--- config.mk ---
export PLATFORM = sky130hd
export DESIGN_NAME = fcs_top
export DESIGN_NICKNAME = d
export VERILOG_FILES = /design/src/fcs_pkg.sv /design/src/fcs_clock_divider.sv /design/src/fcs_top.sv
export VERILOG_INCLUDE_DIRS = /design/src
export SDC_FILE = /design/constraint.sdc
export NUM_CORES = 1
export LEC_CHECK = 0
export CORE_ASPECT_RATIO = 1.4
export CORE_MARGIN = 4
export CORE_UTILIZATION = 55
export CTS_CLUSTER_SIZE = 10
export DETAILED_ROUTE_END_ITERATION = 12
export DONT_BUFFER_PORTS = 1
export PLACE_DENSITY = 0.7
export SYNTH_ARGS = -nofsm -noshare
export SYNTH_HDL_FRONTEND = slang
export SYNTH_HIERARCHICAL = 1
export SYNTH_SLANG_ARGS = --single-unit
--- constraint.sdc ---
create_clock -name clk_i -period 1.9 [get_ports clk_i]
set_input_delay 0.095 -clock clk_i [delete_from_list [all_inputs] [get_ports clk_i]]
set_output_delay 0.095 -clock clk_i [all_outputs]
set_load 0.02 [all_outputs]
--- src/fcs_defs.svh ---
// Constants for the nonvolatile memory clock divider and command status block.
// Assumes inclusion by bare name; holds definitions only.
`ifndef FCS_DEFS_SVH
`define FCS_DEFS_SVH

// Register byte addresses on the 32-bit bus.
`define FCS_OFF_DIVIDER 5'h00
`define FCS_OFF_STATUS 5'h04
`define FCS_OFF_IRQ_STATUS 5'h08
`define FCS_OFF_IRQ_MASK 5'h0C
`define FCS_OFF_COMMAND 5'h10

// Divider register fields.
`define FCS_DIV_LOADED_BIT 7
`define FCS_DIV_PRESCALE_BIT 6
`define FCS_DIV_RATIO_MSB 5

// Status register fields.
`define FCS_STAT_CBE_BIT 7
`define FCS_STAT_CC_BIT 6
`define FCS_STAT_PV_BIT 5

// Interrupt status bits: command complete and protection violation.
`define FCS_IRQ_CC_BIT 0
`define FCS_IRQ_PV_BIT 1

// Command register fields.
`define FCS_CMD_PROT_BIT 8
`define FCS_CMD_BURST_BIT 9

// Divider reset value and pulse count loaded at the start of each run.
`define FCS_DIVIDER_RST 8'h00
`define FCS_PULSES_RST 4'h4

// Prescaler factor and its counter terminal value.
`define FCS_PRESCALE_FACTOR 8
`define FCS_PRESCALE_LAST 3'h7

`endif

--- src/fcs_pkg.sv ---
// Types shared by the clock divider and command sequencer.
// Assumes fcs_defs.svh is available in the same folder.
package fcs_pkg;
	typedef enum logic [1:0] {
		FCS_IDLE,
		FCS_RUN
	} fcs_state_t;
	typedef logic [7:0] fcs_byte_t;
endpackage

--- src/fcs_clock_divider.sv ---
// Programming clock divider: prescale by eight, then divide by ratio + 1.
// Assumes a single bus clock; the tick is a one-cycle strobe of that clock, held high every cycle at ratio 0 without prescale.
`timescale 1ns/1ns
`include "fcs_defs.svh"
module fcs_clock_divider (
	input wire logic clk_i,
	input wire logic rst_i,
	input wire logic enable_i,
	input wire logic prescale_by_eight_i,
	input wire logic [5:0] ratio_i,
	output logic programming_clock_o,
	output logic tick_o
);
	import fcs_pkg::*;
	logic [2:0] pre_reg, pre_next;
	logic [5:0] cnt_reg, cnt_next;
	logic tick_reg, tick_next;
	logic pre_step;

	// Counters only move once the divider has been loaded.
	always_comb begin
		pre_step = ~prescale_by_eight_i | (pre_reg == `FCS_PRESCALE_LAST);
		pre_next = enable_i ? pre_reg + 3'h1 : 3'h0;
		cnt_next = cnt_reg;
		tick_next = 1'b0;
		if (!enable_i) begin
			cnt_next = 6'h00;
		end else if (pre_step) begin
			if (cnt_reg >= ratio_i) begin
				cnt_next = 6'h00;
				tick_next = 1'b1;
			end else begin
				cnt_next = cnt_reg + 6'h01;
			end
		end
	end

	// Registered state; tick is one bus cycle per programming clock period.
	always_ff @(posedge clk_i) begin
		if (rst_i) begin
			pre_reg <= 3'h0;
			cnt_reg <= 6'h00;
			tick_reg <= 1'b0;
		end else begin
			pre_reg <= pre_next;
			cnt_reg <= cnt_next;
			tick_reg <= tick_next;
		end
	end

	assign tick_o = tick_reg;
	// Square-ish view of the clock for observation only.
	assign programming_clock_o = enable_i & (cnt_reg <= (ratio_i >> 1));
endmodule

--- src/fcs_top.sv ---
// Nonvolatile memory clock divider and command status front end.
// Assumes a classic Wishbone master on the bus clock.
// Behaviour
// - Divider bit 7 is read-only loaded flag; reset clears, first write sets.
// - Divider bits 6:0 readable always, written only once after reset.
// - Erase or program refused while loaded flag is 0.
// - Bit 6 set feeds divider with bus clock divided by eight.
// - Divider divides its input by ratio field plus one.
// - Each timing pulse is one programming clock period.
// - Buffer-empty clears on write of one only when a burst is queued behind a run; sets again when burst enters array.
// - Only burst program commands may be queued in the buffer.
// - Complete flag sets when buffer empty and idle; clears on launch.
// - Protected target: command ignored, violation flag set, write one clears.
`timescale 1ns/1ns
`include "fcs_defs.svh"
module fcs_top (
	input wire logic clk_i,
	input wire logic rst_i,
	input wire logic wb_cyc_i,
	input wire logic wb_stb_i,
	input wire logic wb_we_i,
	input wire logic [4:0] wb_adr_i,
	input wire logic [3:0] wb_sel_i,
	input wire logic [31:0] wb_dat_i,
	output logic [31:0] wb_dat_o,
	output logic wb_ack_o,
	output logic wb_err_o,
	output logic irq_o,
	output logic programming_active_o
);
	import fcs_pkg::*;

	fcs_state_t state_reg, state_next;
	fcs_pkg::fcs_byte_t divider_reg, divider_next;
	logic cbe_reg, cbe_next;
	logic pv_reg, pv_next;
	logic [1:0] irq_stat_reg, irq_stat_next;
	logic [1:0] irq_mask_reg, irq_mask_next;
	logic [7:0] cmd_reg, cmd_next;
	logic [3:0] pulses_reg, pulses_next;
	logic buf_full_reg, buf_full_next;
	logic buf_prot_reg, buf_prot_next;
	logic [31:0] dat_reg, dat_next;
	logic ack_reg, ack_next;
	logic err_reg, err_next;
	logic irq_reg, irq_next;
	logic active_reg, active_next;
	logic req, wr, rd, hit, cc;
	logic launch, launch_prot, burst;
	logic tick;
	logic cc_rise, cc_prev_reg;
	logic [9:0] gap_reg, gap_next, period_exp;
	logic gap_valid_reg, gap_valid_next;

	// Byte lane zero must be enabled for a write to touch a register.
	function automatic logic lane0(input logic [3:0] sel);
		return sel[0];
	endfunction

	// Known register decode, reused by read and write paths.
	function automatic logic known(input logic [4:0] adr);
		return adr == 5'(`FCS_OFF_DIVIDER) || adr == 5'(`FCS_OFF_STATUS) ||
			adr == 5'(`FCS_OFF_IRQ_STATUS) ||
			adr == 5'(`FCS_OFF_IRQ_MASK) || adr == `FCS_OFF_COMMAND;
	endfunction

	assign req = wb_cyc_i & wb_stb_i & ~ack_reg & ~err_reg;
	assign hit = known(wb_adr_i);
	assign wr = req & hit & wb_we_i & lane0(wb_sel_i);
	assign rd = req & hit & ~wb_we_i;
	// Complete when no command runs and nothing waits in the buffer.
	assign cc = (state_reg == FCS_IDLE) & ~buf_full_reg;

	fcs_clock_divider u_div (
		.clk_i(clk_i),
		.rst_i(rst_i),
		.enable_i(divider_reg[`FCS_DIV_LOADED_BIT]),
		.prescale_by_eight_i(divider_reg[`FCS_DIV_PRESCALE_BIT]),
		.ratio_i(divider_reg[`FCS_DIV_RATIO_MSB:0]),
		.programming_clock_o(),
		.tick_o(tick)
	);

	// Divider register: the whole byte locks on the first write.
	always_comb begin
		divider_next = divider_reg;
		if (wr && wb_adr_i == 5'(`FCS_OFF_DIVIDER) &&
			!divider_reg[`FCS_DIV_LOADED_BIT]) begin
			divider_next = {1'b1, wb_dat_i[6:0]};
		end
	end

	// Launch happens on a write of one to the buffer-empty bit.
	always_comb begin
		launch = wr && wb_adr_i == 5'(`FCS_OFF_STATUS) &&
			wb_dat_i[`FCS_STAT_CBE_BIT] && cbe_reg;
		launch_prot = cmd_reg[0];
		burst = cmd_reg[1];
	end

	// Command latch: bit 8 marks a protected target, bit 9 a burst.
	always_comb begin
		cmd_next = cmd_reg;
		if (wr && wb_adr_i == `FCS_OFF_COMMAND) begin
			cmd_next = {6'h00, wb_dat_i[`FCS_CMD_BURST_BIT],
				wb_dat_i[`FCS_CMD_PROT_BIT]};
		end
	end

	// Sequencer: runs a fixed count of programming clock pulses.
	always_comb begin
		state_next = state_reg;
		pulses_next = pulses_reg;
		cbe_next = cbe_reg;
		pv_next = pv_reg;
		buf_full_next = buf_full_reg;
		buf_prot_next = buf_prot_reg;
		if (wr && wb_adr_i == 5'(`FCS_OFF_STATUS) &&
			wb_dat_i[`FCS_STAT_PV_BIT]) begin
			pv_next = 1'b0;
		end
		if (launch) begin
			cbe_next = 1'b0;
			if (launch_prot) begin
				pv_next = 1'b1;
				cbe_next = 1'b1;
			end else if (!divider_reg[`FCS_DIV_LOADED_BIT]) begin
				cbe_next = 1'b1;
			end else if (state_reg == FCS_IDLE) begin
				state_next = FCS_RUN;
				pulses_next = `FCS_PULSES_RST;
				cbe_next = 1'b1;
			end else if (burst) begin
				buf_full_next = 1'b1;
				buf_prot_next = launch_prot;
			end else begin
				cbe_next = 1'b1;
			end
		end
		unique case (state_reg)
			FCS_IDLE: begin
				// A burst buffered on the final pulse edge starts here, so
				// the buffer can never be stranded behind an idle sequencer.
				if (buf_full_reg) begin
					state_next = FCS_RUN;
					pulses_next = `FCS_PULSES_RST;
					buf_full_next = 1'b0;
					cbe_next = 1'b1;
				end
			end
			FCS_RUN: begin
				if (tick) begin
					pulses_next = pulses_reg - 4'h1;
					if (pulses_reg == 4'h1) begin
						if (buf_full_reg) begin
							buf_full_next = 1'b0;
							cbe_next = 1'b1;
							pulses_next = `FCS_PULSES_RST;
						end else begin
							state_next = FCS_IDLE;
						end
					end
				end
			end
		endcase
	end

	// Sticky interrupt bits; a hardware set wins over a clear.
	always_comb begin
		cc_rise = cc & ~cc_prev_reg;
		irq_stat_next = irq_stat_reg;
		irq_mask_next = irq_mask_reg;
		if (wr && wb_adr_i == 5'(`FCS_OFF_IRQ_STATUS)) begin
			irq_stat_next = irq_stat_reg & ~wb_dat_i[1:0];
		end
		if (wr && wb_adr_i == 5'(`FCS_OFF_IRQ_MASK)) begin
			irq_mask_next = wb_dat_i[1:0];
		end
		if (cc_rise) begin
			irq_stat_next[`FCS_IRQ_CC_BIT] = 1'b1;
		end
		if (pv_next && !pv_reg) begin
			irq_stat_next[`FCS_IRQ_PV_BIT] = 1'b1;
		end
		irq_next = |(irq_stat_next & irq_mask_next);
		active_next = (state_next == FCS_RUN);
	end

	// Bus answer: one wait cycle, then ack or err for one cycle.
	always_comb begin
		ack_next = req & hit;
		err_next = req & ~hit;
		dat_next = 32'h0000_0000;
		if (rd) begin
			unique case (wb_adr_i)
				5'(`FCS_OFF_DIVIDER): dat_next[7:0] = divider_reg;
				5'(`FCS_OFF_STATUS): dat_next[7:0] = {cbe_reg, cc, pv_reg,
					5'h00};
				5'(`FCS_OFF_IRQ_STATUS): dat_next[1:0] = irq_stat_reg;
				5'(`FCS_OFF_IRQ_MASK): dat_next[1:0] = irq_mask_reg;
				default: dat_next[9:8] = cmd_reg[1:0];
			endcase
		end
	end

	// Cycles between divider ticks and the period the fields ask for.
	// Kept apart from the divider so the period check has its own sum.
	always_comb begin
		gap_next = gap_reg + 10'h001;
		gap_valid_next = gap_valid_reg;
		period_exp = {3'h0, 7'(divider_reg[5:0]) + 7'h01};
		if (divider_reg[`FCS_DIV_PRESCALE_BIT]) begin
			period_exp = {period_exp[6:0], 3'h0};
		end
		if (!divider_reg[`FCS_DIV_LOADED_BIT]) begin
			gap_next = 10'h000;
			gap_valid_next = 1'b0;
		end else if (tick) begin
			gap_next = 10'h001;
			gap_valid_next = 1'b1;
		end
	end

	// All state registers.
	always_ff @(posedge clk_i) begin
		if (rst_i) begin
			state_reg <= FCS_IDLE;
			divider_reg <= `FCS_DIVIDER_RST;
			cbe_reg <= 1'b1;
			pv_reg <= 1'b0;
			irq_stat_reg <= 2'h0;
			irq_mask_reg <= 2'h0;
			cmd_reg <= 8'h00;
			pulses_reg <= 4'h0;
			buf_full_reg <= 1'b0;
			buf_prot_reg <= 1'b0;
			dat_reg <= 32'h0000_0000;
			ack_reg <= 1'b0;
			err_reg <= 1'b0;
			irq_reg <= 1'b0;
			active_reg <= 1'b0;
			cc_prev_reg <= 1'b1;
			gap_reg <= 10'h000;
			gap_valid_reg <= 1'b0;
		end else begin
			state_reg <= state_next;
			divider_reg <= divider_next;
			cbe_reg <= cbe_next;
			pv_reg <= pv_next;
			irq_stat_reg <= irq_stat_next;
			irq_mask_reg <= irq_mask_next;
			cmd_reg <= cmd_next;
			pulses_reg <= pulses_next;
			buf_full_reg <= buf_full_next;
			buf_prot_reg <= buf_prot_next;
			dat_reg <= dat_next;
			ack_reg <= ack_next;
			err_reg <= err_next;
			irq_reg <= irq_next;
			active_reg <= active_next;
			cc_prev_reg <= cc;
			gap_reg <= gap_next;
			gap_valid_reg <= gap_valid_next;
		end
	end

	assign wb_dat_o = dat_reg;
	assign wb_ack_o = ack_reg;
	assign wb_err_o = err_reg;
	assign irq_o = irq_reg;
	assign programming_active_o = active_reg;

	a_div_lock: assert property (@(posedge clk_i) disable iff (rst_i)
		$past(divider_reg[7]) |-> divider_reg == $past(divider_reg))
		else $error("divider changed after lock");
	a_loaded_set: assert property (@(posedge clk_i) disable iff (rst_i)
		wr && wb_adr_i == 5'h00 |=> divider_reg[7])
		else $error("loaded flag not set by write");
	a_no_run_unl: assert property (@(posedge clk_i) disable iff (rst_i)
		!divider_reg[7] |-> state_reg == FCS_IDLE)
		else $error("operation ran without divider");
	a_pv_set: assert property (@(posedge clk_i) disable iff (rst_i)
		launch && cmd_reg[0] |=> pv_reg && !$rose(buf_full_reg) &&
		!(state_reg == FCS_RUN && $past(state_reg) == FCS_IDLE))
		else $error("protected command not refused");
	a_cbe_clear: assert property (@(posedge clk_i) disable iff (rst_i)
		launch && state_reg == FCS_RUN && burst && !cmd_reg[0] |=> !cbe_reg)
		else $error("buffer flag not cleared");
	a_cc_launch: assert property (@(posedge clk_i) disable iff (rst_i)
		launch && !cmd_reg[0] && divider_reg[7] &&
		(state_reg == FCS_IDLE || burst) |=> !cc)
		else $error("complete flag stayed set");
	a_no_queue: assert property (@(posedge clk_i) disable iff (rst_i)
		$rose(buf_full_reg) |-> $past(burst))
		else $error("non-burst command queued");
	a_bus_ack: assert property (@(posedge clk_i) disable iff (rst_i)
		req && hit |=> wb_ack_o ##1 !wb_ack_o)
		else $error("ack timing wrong");
	a_pulse_once: assert property (@(posedge clk_i) disable iff (rst_i)
		tick && period_exp != 10'h001 |=> !tick)
		else $error("pulse longer than one cycle");
	a_tick_period: assert property (@(posedge clk_i) disable iff (rst_i)
		tick && gap_valid_reg |-> gap_reg == period_exp)
		else $error("programming clock period wrong");
	a_pv_clear: assert property (@(posedge clk_i) disable iff (rst_i)
		wr && wb_adr_i == 5'h04 && wb_dat_i[5] && !launch |=> !pv_reg)
		else $error("violation flag not cleared");
	a_queue_drain: assert property (@(posedge clk_i) disable iff (rst_i)
		state_reg == FCS_RUN && tick && pulses_reg == 4'h1 && buf_full_reg
		|=> cbe_reg && state_reg == FCS_RUN && !buf_full_reg)
		else $error("buffered burst not started");
	c_launch: cover property (@(posedge clk_i) launch && !cmd_reg[0]);
	c_burst: cover property (@(posedge clk_i) $rose(buf_full_reg));
	c_viol: cover property (@(posedge clk_i) $rose(pv_reg));
	c_irq: cover property (@(posedge clk_i) $rose(irq_o));
endmodule

==> summary.txt, run 1 <==
Layout
  • Share of layout cells above drive strength 1: 0.0807
  • Area delta synth->final: 10.4%
  • Reg area: 961 um^2
  • Non-filler cells, final: 345
  • Fillers: 378
  • Fin nets: 341
  • Ant. Diodes: 0
  • Multi-input logic area: ~1300 um^2
  • Flip-flop count of the largest register after layout: 10

STA
  • Setup ws final: 166 ps
  • Setup TNS: 0 ps
  • Worst Max-Slew Pin Slew: a little under 1000 ps
  • Maximum clock rate: 577 MHz
  • Final Cycle Share: 0.913
  • Tmin final: 1730 ps
  • Final Hold Viols: 0
  • Fin. max-slew vios: 0
  • Rel. slew slack: 0.353
  • RSZ-0062 raised after global routing: false
  • Final setup viols: 0
  • Clock Skews: 4.88 ps
  • Min Hold Slack: 12.4 ps

Power
  • PD cells: 687 nW/um^2
  • Leakage: 0.00103 uW
  • Peak VDD IR: about 490 uV
  • Power Total: ~1800 uW

CTS
  • # clock sinks: 48
  • Clock transition at path regs: 80 ps
  • Root Driver: clkbuf_8
  • Clk buf depth: 2
  • CTS tree: yes
  • Htree depth: 2
  • Total CTS buffers: 5
  • Setup Buffers After CTS: 0
  • Clk_lat worst skew: approximately 300 ps

Worst setup path
  • Critical Path RT: 2110 ps
  • CP max stage delay: about 500 ps
  • Crit-path slowest cell: nor3_1
  • Worst setup SP type: flop
  • Max FO, Critical Path: 5
  • Critical path data arrival time: 1940 ps
  • Cell Chain, Critical Path: nand4bb_1 > nor3_1 > nand3_1 > a211oi_1
  • CP Capture Type: flop
  • Crit path kind: reg2reg

Floorplan
  • Die X: about 64 um
  • Core ar.: approximately 4200 um^2
  • Starting Density: 0.571
  • Num ports: 82
  • Die height: 86.5 um
  • Die ar.: 5540 um^2
  • Cell Rows: 28

Placed design
  • RD Place Congestion: 0.824
  • Dpl hpwl: 3540 um
  • Inst Count DP: 323
  • Pre-CTS WS: 189 ps
  • Port bufs: 0

Status
  • Outcome: finished, final reports clean

Route
  • Pre-antenna DRT Iters: 4
  • Antenna viol nets, final: 0
  • Total number of vias: between 1500 and 2000
  • Iteration-0 DRC Markers: 149
  • Post-Route WL: 4910 um
  • DRC: 0
  • Via density: 5.29
  • WL/cell: 14.2 um

Global route
  • Met3 Use GR: 0.0493
  • GRT met1 Usage: 0.235
  • GR Layer Usage met2: 0.317
  • Largest net degree at the start of global routing: 26
  • Aggregate global routing overflow: 0
  • First-pass GRT wire length: between 8000 and 9000 um
  • Initial antenna violation count: 0
  • Vias in the first global route: 1766
  • GRT Overall Usage: 0.190
  • GR peak layer: met2

Yosys
  • Synth Area per Inst: 9.09 um^2
  • Yosys warns: 6
  • Post-synthesis cell area: 2420 um^2
  • Mapped Cells: 266

Worst hold path
  • Hold crit path type: in2reg

Run
  • Max-cap violations: 0
==> placed cells by master, fill, tap and decap left out, types with 8 or more instances in the layout <==
| master | count |
|---|---|
| dfxtp_1 | 48 |
| nor2_1 | 23 |
| conb_1 | 22 |
| mux2i_1 | 17 |
| nor3_1 | 14 |
| dlygate4sd3_1 | 14 |
| inv_1 | 13 |
| nand2_1 | 13 |
| ha_1 | 11 |
| o21ai_0 | 8 |
| a21oi_1 | 8 |
==> final timing paths <==
check | startpoint | end | slack, ps | cells past startpoint
setup / recovery | wb_ack_o$_SDFF_PP0_ | pulses_reg[2]$_SDFF_PP0_ | 170 | 4
setup reg to reg | wb_ack_o$_SDFF_PP0_ | pulses_reg[2]$_SDFF_PP0_ | 170 | 4
hold reg to reg | u_div/pre_reg[0]$_SDFF_PP0_ | u_div/pre_reg[0]$_SDFF_PP0_ | 430 | 1
hold / removal | wb_adr_i[3] | divider_reg[7]$_SDFFE_PP0P_ | 10 | 3
==> power breakdown <==
part           internal (uW)  switching (uW)
clock                    391             324
sequential              1010            1.05
combinational           38.2            74.3
total                   1440             399
==> stage by stage <==
stage / util / area [um^2]
global route: 0.630 / 2670
global placement: 0.570 / 2420
detailed placement: 0.570 / 2420
CTS: 0.629 / 2670
floorplan: - / 2500
finish: 0.630 / 2670
==> layout make-up <==
type | instances | share of cell area
multi-input cells | 195 | 0.481
flip-flops and latches | 48 | 0.360
repair buffers | 21 | 0.0721
well taps | 60 | 0.0281
clock buffers | 6 | 0.0272
inverters | 13 | 0.0183
clock inverters | 2 | 0.0131
==> per-layer routing <==
metal / share of wire / vias to the layer above / wire [um]
met3: 0.031 / 7 / 154
met1: 0.44 / 865 / 2150
li1: - / 922 / -
met2: 0.52 / 31 / 2540
met4: 0.014 / 0 / 70
met5: 0 / - / 0
==> what timing repair did <==
action,CTS,global route
endpoints found under the hold margin,30,0
resized for setup,0,1
hold buffers,14,0
endpoints found under the setup margin,0,3
==> critical path, delay by kind of cell (launching register included) <==
family / cells / cell delay [ps]
compound gates: 1 / 230
flops: 1 / 330
simple gates: 3 / 1080
No activity file was read; power rests on OpenSTA's default activity.
==> run 2, diff against run 1 <==
Settings changed: ABC_AREA set to 0.
Clock period 1.9 ns to 1.7 ns, I/O delays scaled along.
==> run 2 against run 1 <==
Setup slack worse by 76 ps. Combinational power is 19% higher. Count of clock-buffer cells in the layout is 2 higher. Largest cell class unchanged. First-iteration DRC count is 26% lower. Sequential share of layout area is 0.84 points lower. Cell area is 2.7% higher. Critical endpoint is now u_div/tick_o$_SDFF_PP0_. Final cell count is 1.7% higher.
==> summary.txt, run 2 (same netlist as run 1, synthesis figures left out) <==
Route
  • WL/cell: 14.7 um
  • Pre-antenna DRT Iters: 4
  • DRC: 0
  • Via density: 5.34
  • Post-Route WL: approximately 5100 um
  • Antenna viol nets, final: 0
  • Iteration-0 DRC Markers: about 110
  • Total number of vias: 1873

Worst setup path
  • Crit path kind: reg2reg
  • Max FO, Critical Path: 7
  • Critical path data arrival time: 1810 ps
  • Worst R2R Start: divider_reg[0]$_SDFFE_PP0P_
  • CP Capture Type: flop
  • CP startpoint: divider_reg[0]$_SDFFE_PP0P_
  • Critical Path RT: around 1900 ps
  • Worst setup SP type: flop

Placed design
  • RD Place Congestion: around 0.8
  • Port bufs: 0
  • Cell Area, Placed: 2460 um^2
  • Dpl hpwl: approximately 3500 um

STA
  • Fin. max-slew vios: 0
  • Clock Skews: 4.04 ps
  • Final Cycle Share: 0.947
  • Rel. slew slack: 0.351
  • Final setup viols: 0
  • Tmin final: 1610 ps
  • Setup TNS: 0 ps
  • RSZ-0062 raised after global routing: true
  • Maximum clock rate: 621 MHz
  • Final Hold Viols: 0
  • Worst Max-Slew Pin Slew: ~970 ps

Global route
  • Vias in the first global route: 1848
  • Aggregate global routing overflow: 0
  • First-pass GRT wire length: 8570 um
  • Largest net degree at the start of global routing: 26
  • Initial antenna violation count: 0
  • GRT Overall Usage: 0.196

Power
  • Combinational share of power: 0.070
  • PD cells: slightly above 700 nW/um^2
  • Leakage: ~0.0011 uW
  • Switching share of power: 0.227
  • NetSw: 442 uW
  • Clk network pwr share: 0.352
  • Seq pwr share: 0.579
  • Peak VDD IR: 541 uV
  • Internal: ~1500 uW

Floorplan
  • Starting Density: 0.571
  • Die height: between 80 and 90 um
  • Num ports: 82
  • Die ar.: 5540 um^2
  • Core ar.: 4240 um^2
  • Cell Rows: 28
  • Die X: 64.0 um

Run
  • Max-cap violations: 0

CTS
  • Clk buf depth: 2
  • Setup Buffers After CTS: 0
  • # clock sinks: 48
  • Total CTS buffers: 5
  • Clock transition at path regs: roughly 80 ps
  • Root Driver: clkbuf_8
  • CTS tree: yes
  • Htree depth: 2
  • Clk_lat worst skew: 290 ps

Layout
  • Fin nets: 347
  • Area delta synth->final: 13.4%
  • Fin area: around 2700 um^2
  • Flip-flop count of the largest register after layout: 10
  • Commonest non-fill, non-tap cells in the layout: dfxtp_1, nor2_1, conb_1
  • Finished Core Util: 0.647
  • Share of layout cells above drive strength 1: 0.107
  • Commonest non-fill, non-tap cell in the layout: dfxtp_1
  • Ant. Diodes: 0

Worst hold path
  • Hold crit path type: in2reg
  • Hold path start: wb_adr_i[2]

Status
  • Outcome: finished, final reports clean
[run 2: timing repair]
action                                  CTS  global route
hold buffers                             15             1
hold endpoints to repair                 30             1
endpoints found under the setup margin    0             9
gates resized for setup                   0             7
[run 2: path summary, 6_finish.rpt]
kind / endpoint / slack, ps / cells after the start
setup / recovery: u_div/tick_o$_SDFF_PP0_ / 90 / 5
hold / removal: divider_reg[7]$_SDFFE_PP0P_ / 6 / 3
setup reg to reg: u_div/tick_o$_SDFF_PP0_ / 90 / 5
hold reg to reg: u_div/pre_reg[0]$_SDFF_PP0_ / 430 / 1
[run 2: critical path: stages (launching register included)]
cell	delay [ps]
dfxtp_1	350
ha_1	290
or3b_1	360
o2111ai_2	120
a31oi_4	180
and2_2	210
[run 2: power groups by stage]
stage / logic (uW) / registers, uW / clock network [uW]
2_1_floorplan: 129 / 1150 / 0
3_3_place_gp: 87.0 / 1150 / 0
3_5_place_dp: 87.2 / 1150 / 0
4_1_cts: 127 / 1130 / 703
5_1_grt: 145 / 1130 / 769
6_report: 135 / 1130 / 685
[run 2: final cells by class]
class	count	area (um^2)
repair buffers	27	255
multi-input cells	195	1310
inverters	13	48.8
clock buffers	8	90.1
flip-flops and latches	48	963
fillers	357	1500
well taps	60	75.1
[run 2: stage by stage]
step | setup WS (ps) | power, uW | cells | hold WS (ps)
6_report | 90.0 | 1950 | 351 | 6.30
3_3_place_gp | 82.4 | 1240 | 327 | 159
5_1_grt | -20.8 | 2040 | 351 | 8.82
2_1_floorplan | 15.6 | 1280 | 287 | 229
3_5_place_dp | 89.9 | 1240 | 327 | 161
4_1_cts | 58.1 | 1960 | 350 | 5.79
[run 2: per-layer routing]
layer  share of wire  GRT usage  vias up
met5               0          0        -
met4           0.020     0.0904        0
met3           0.030     0.0441       10
met2            0.53      0.328       30
met1            0.42      0.237      899
li1                -          -      934
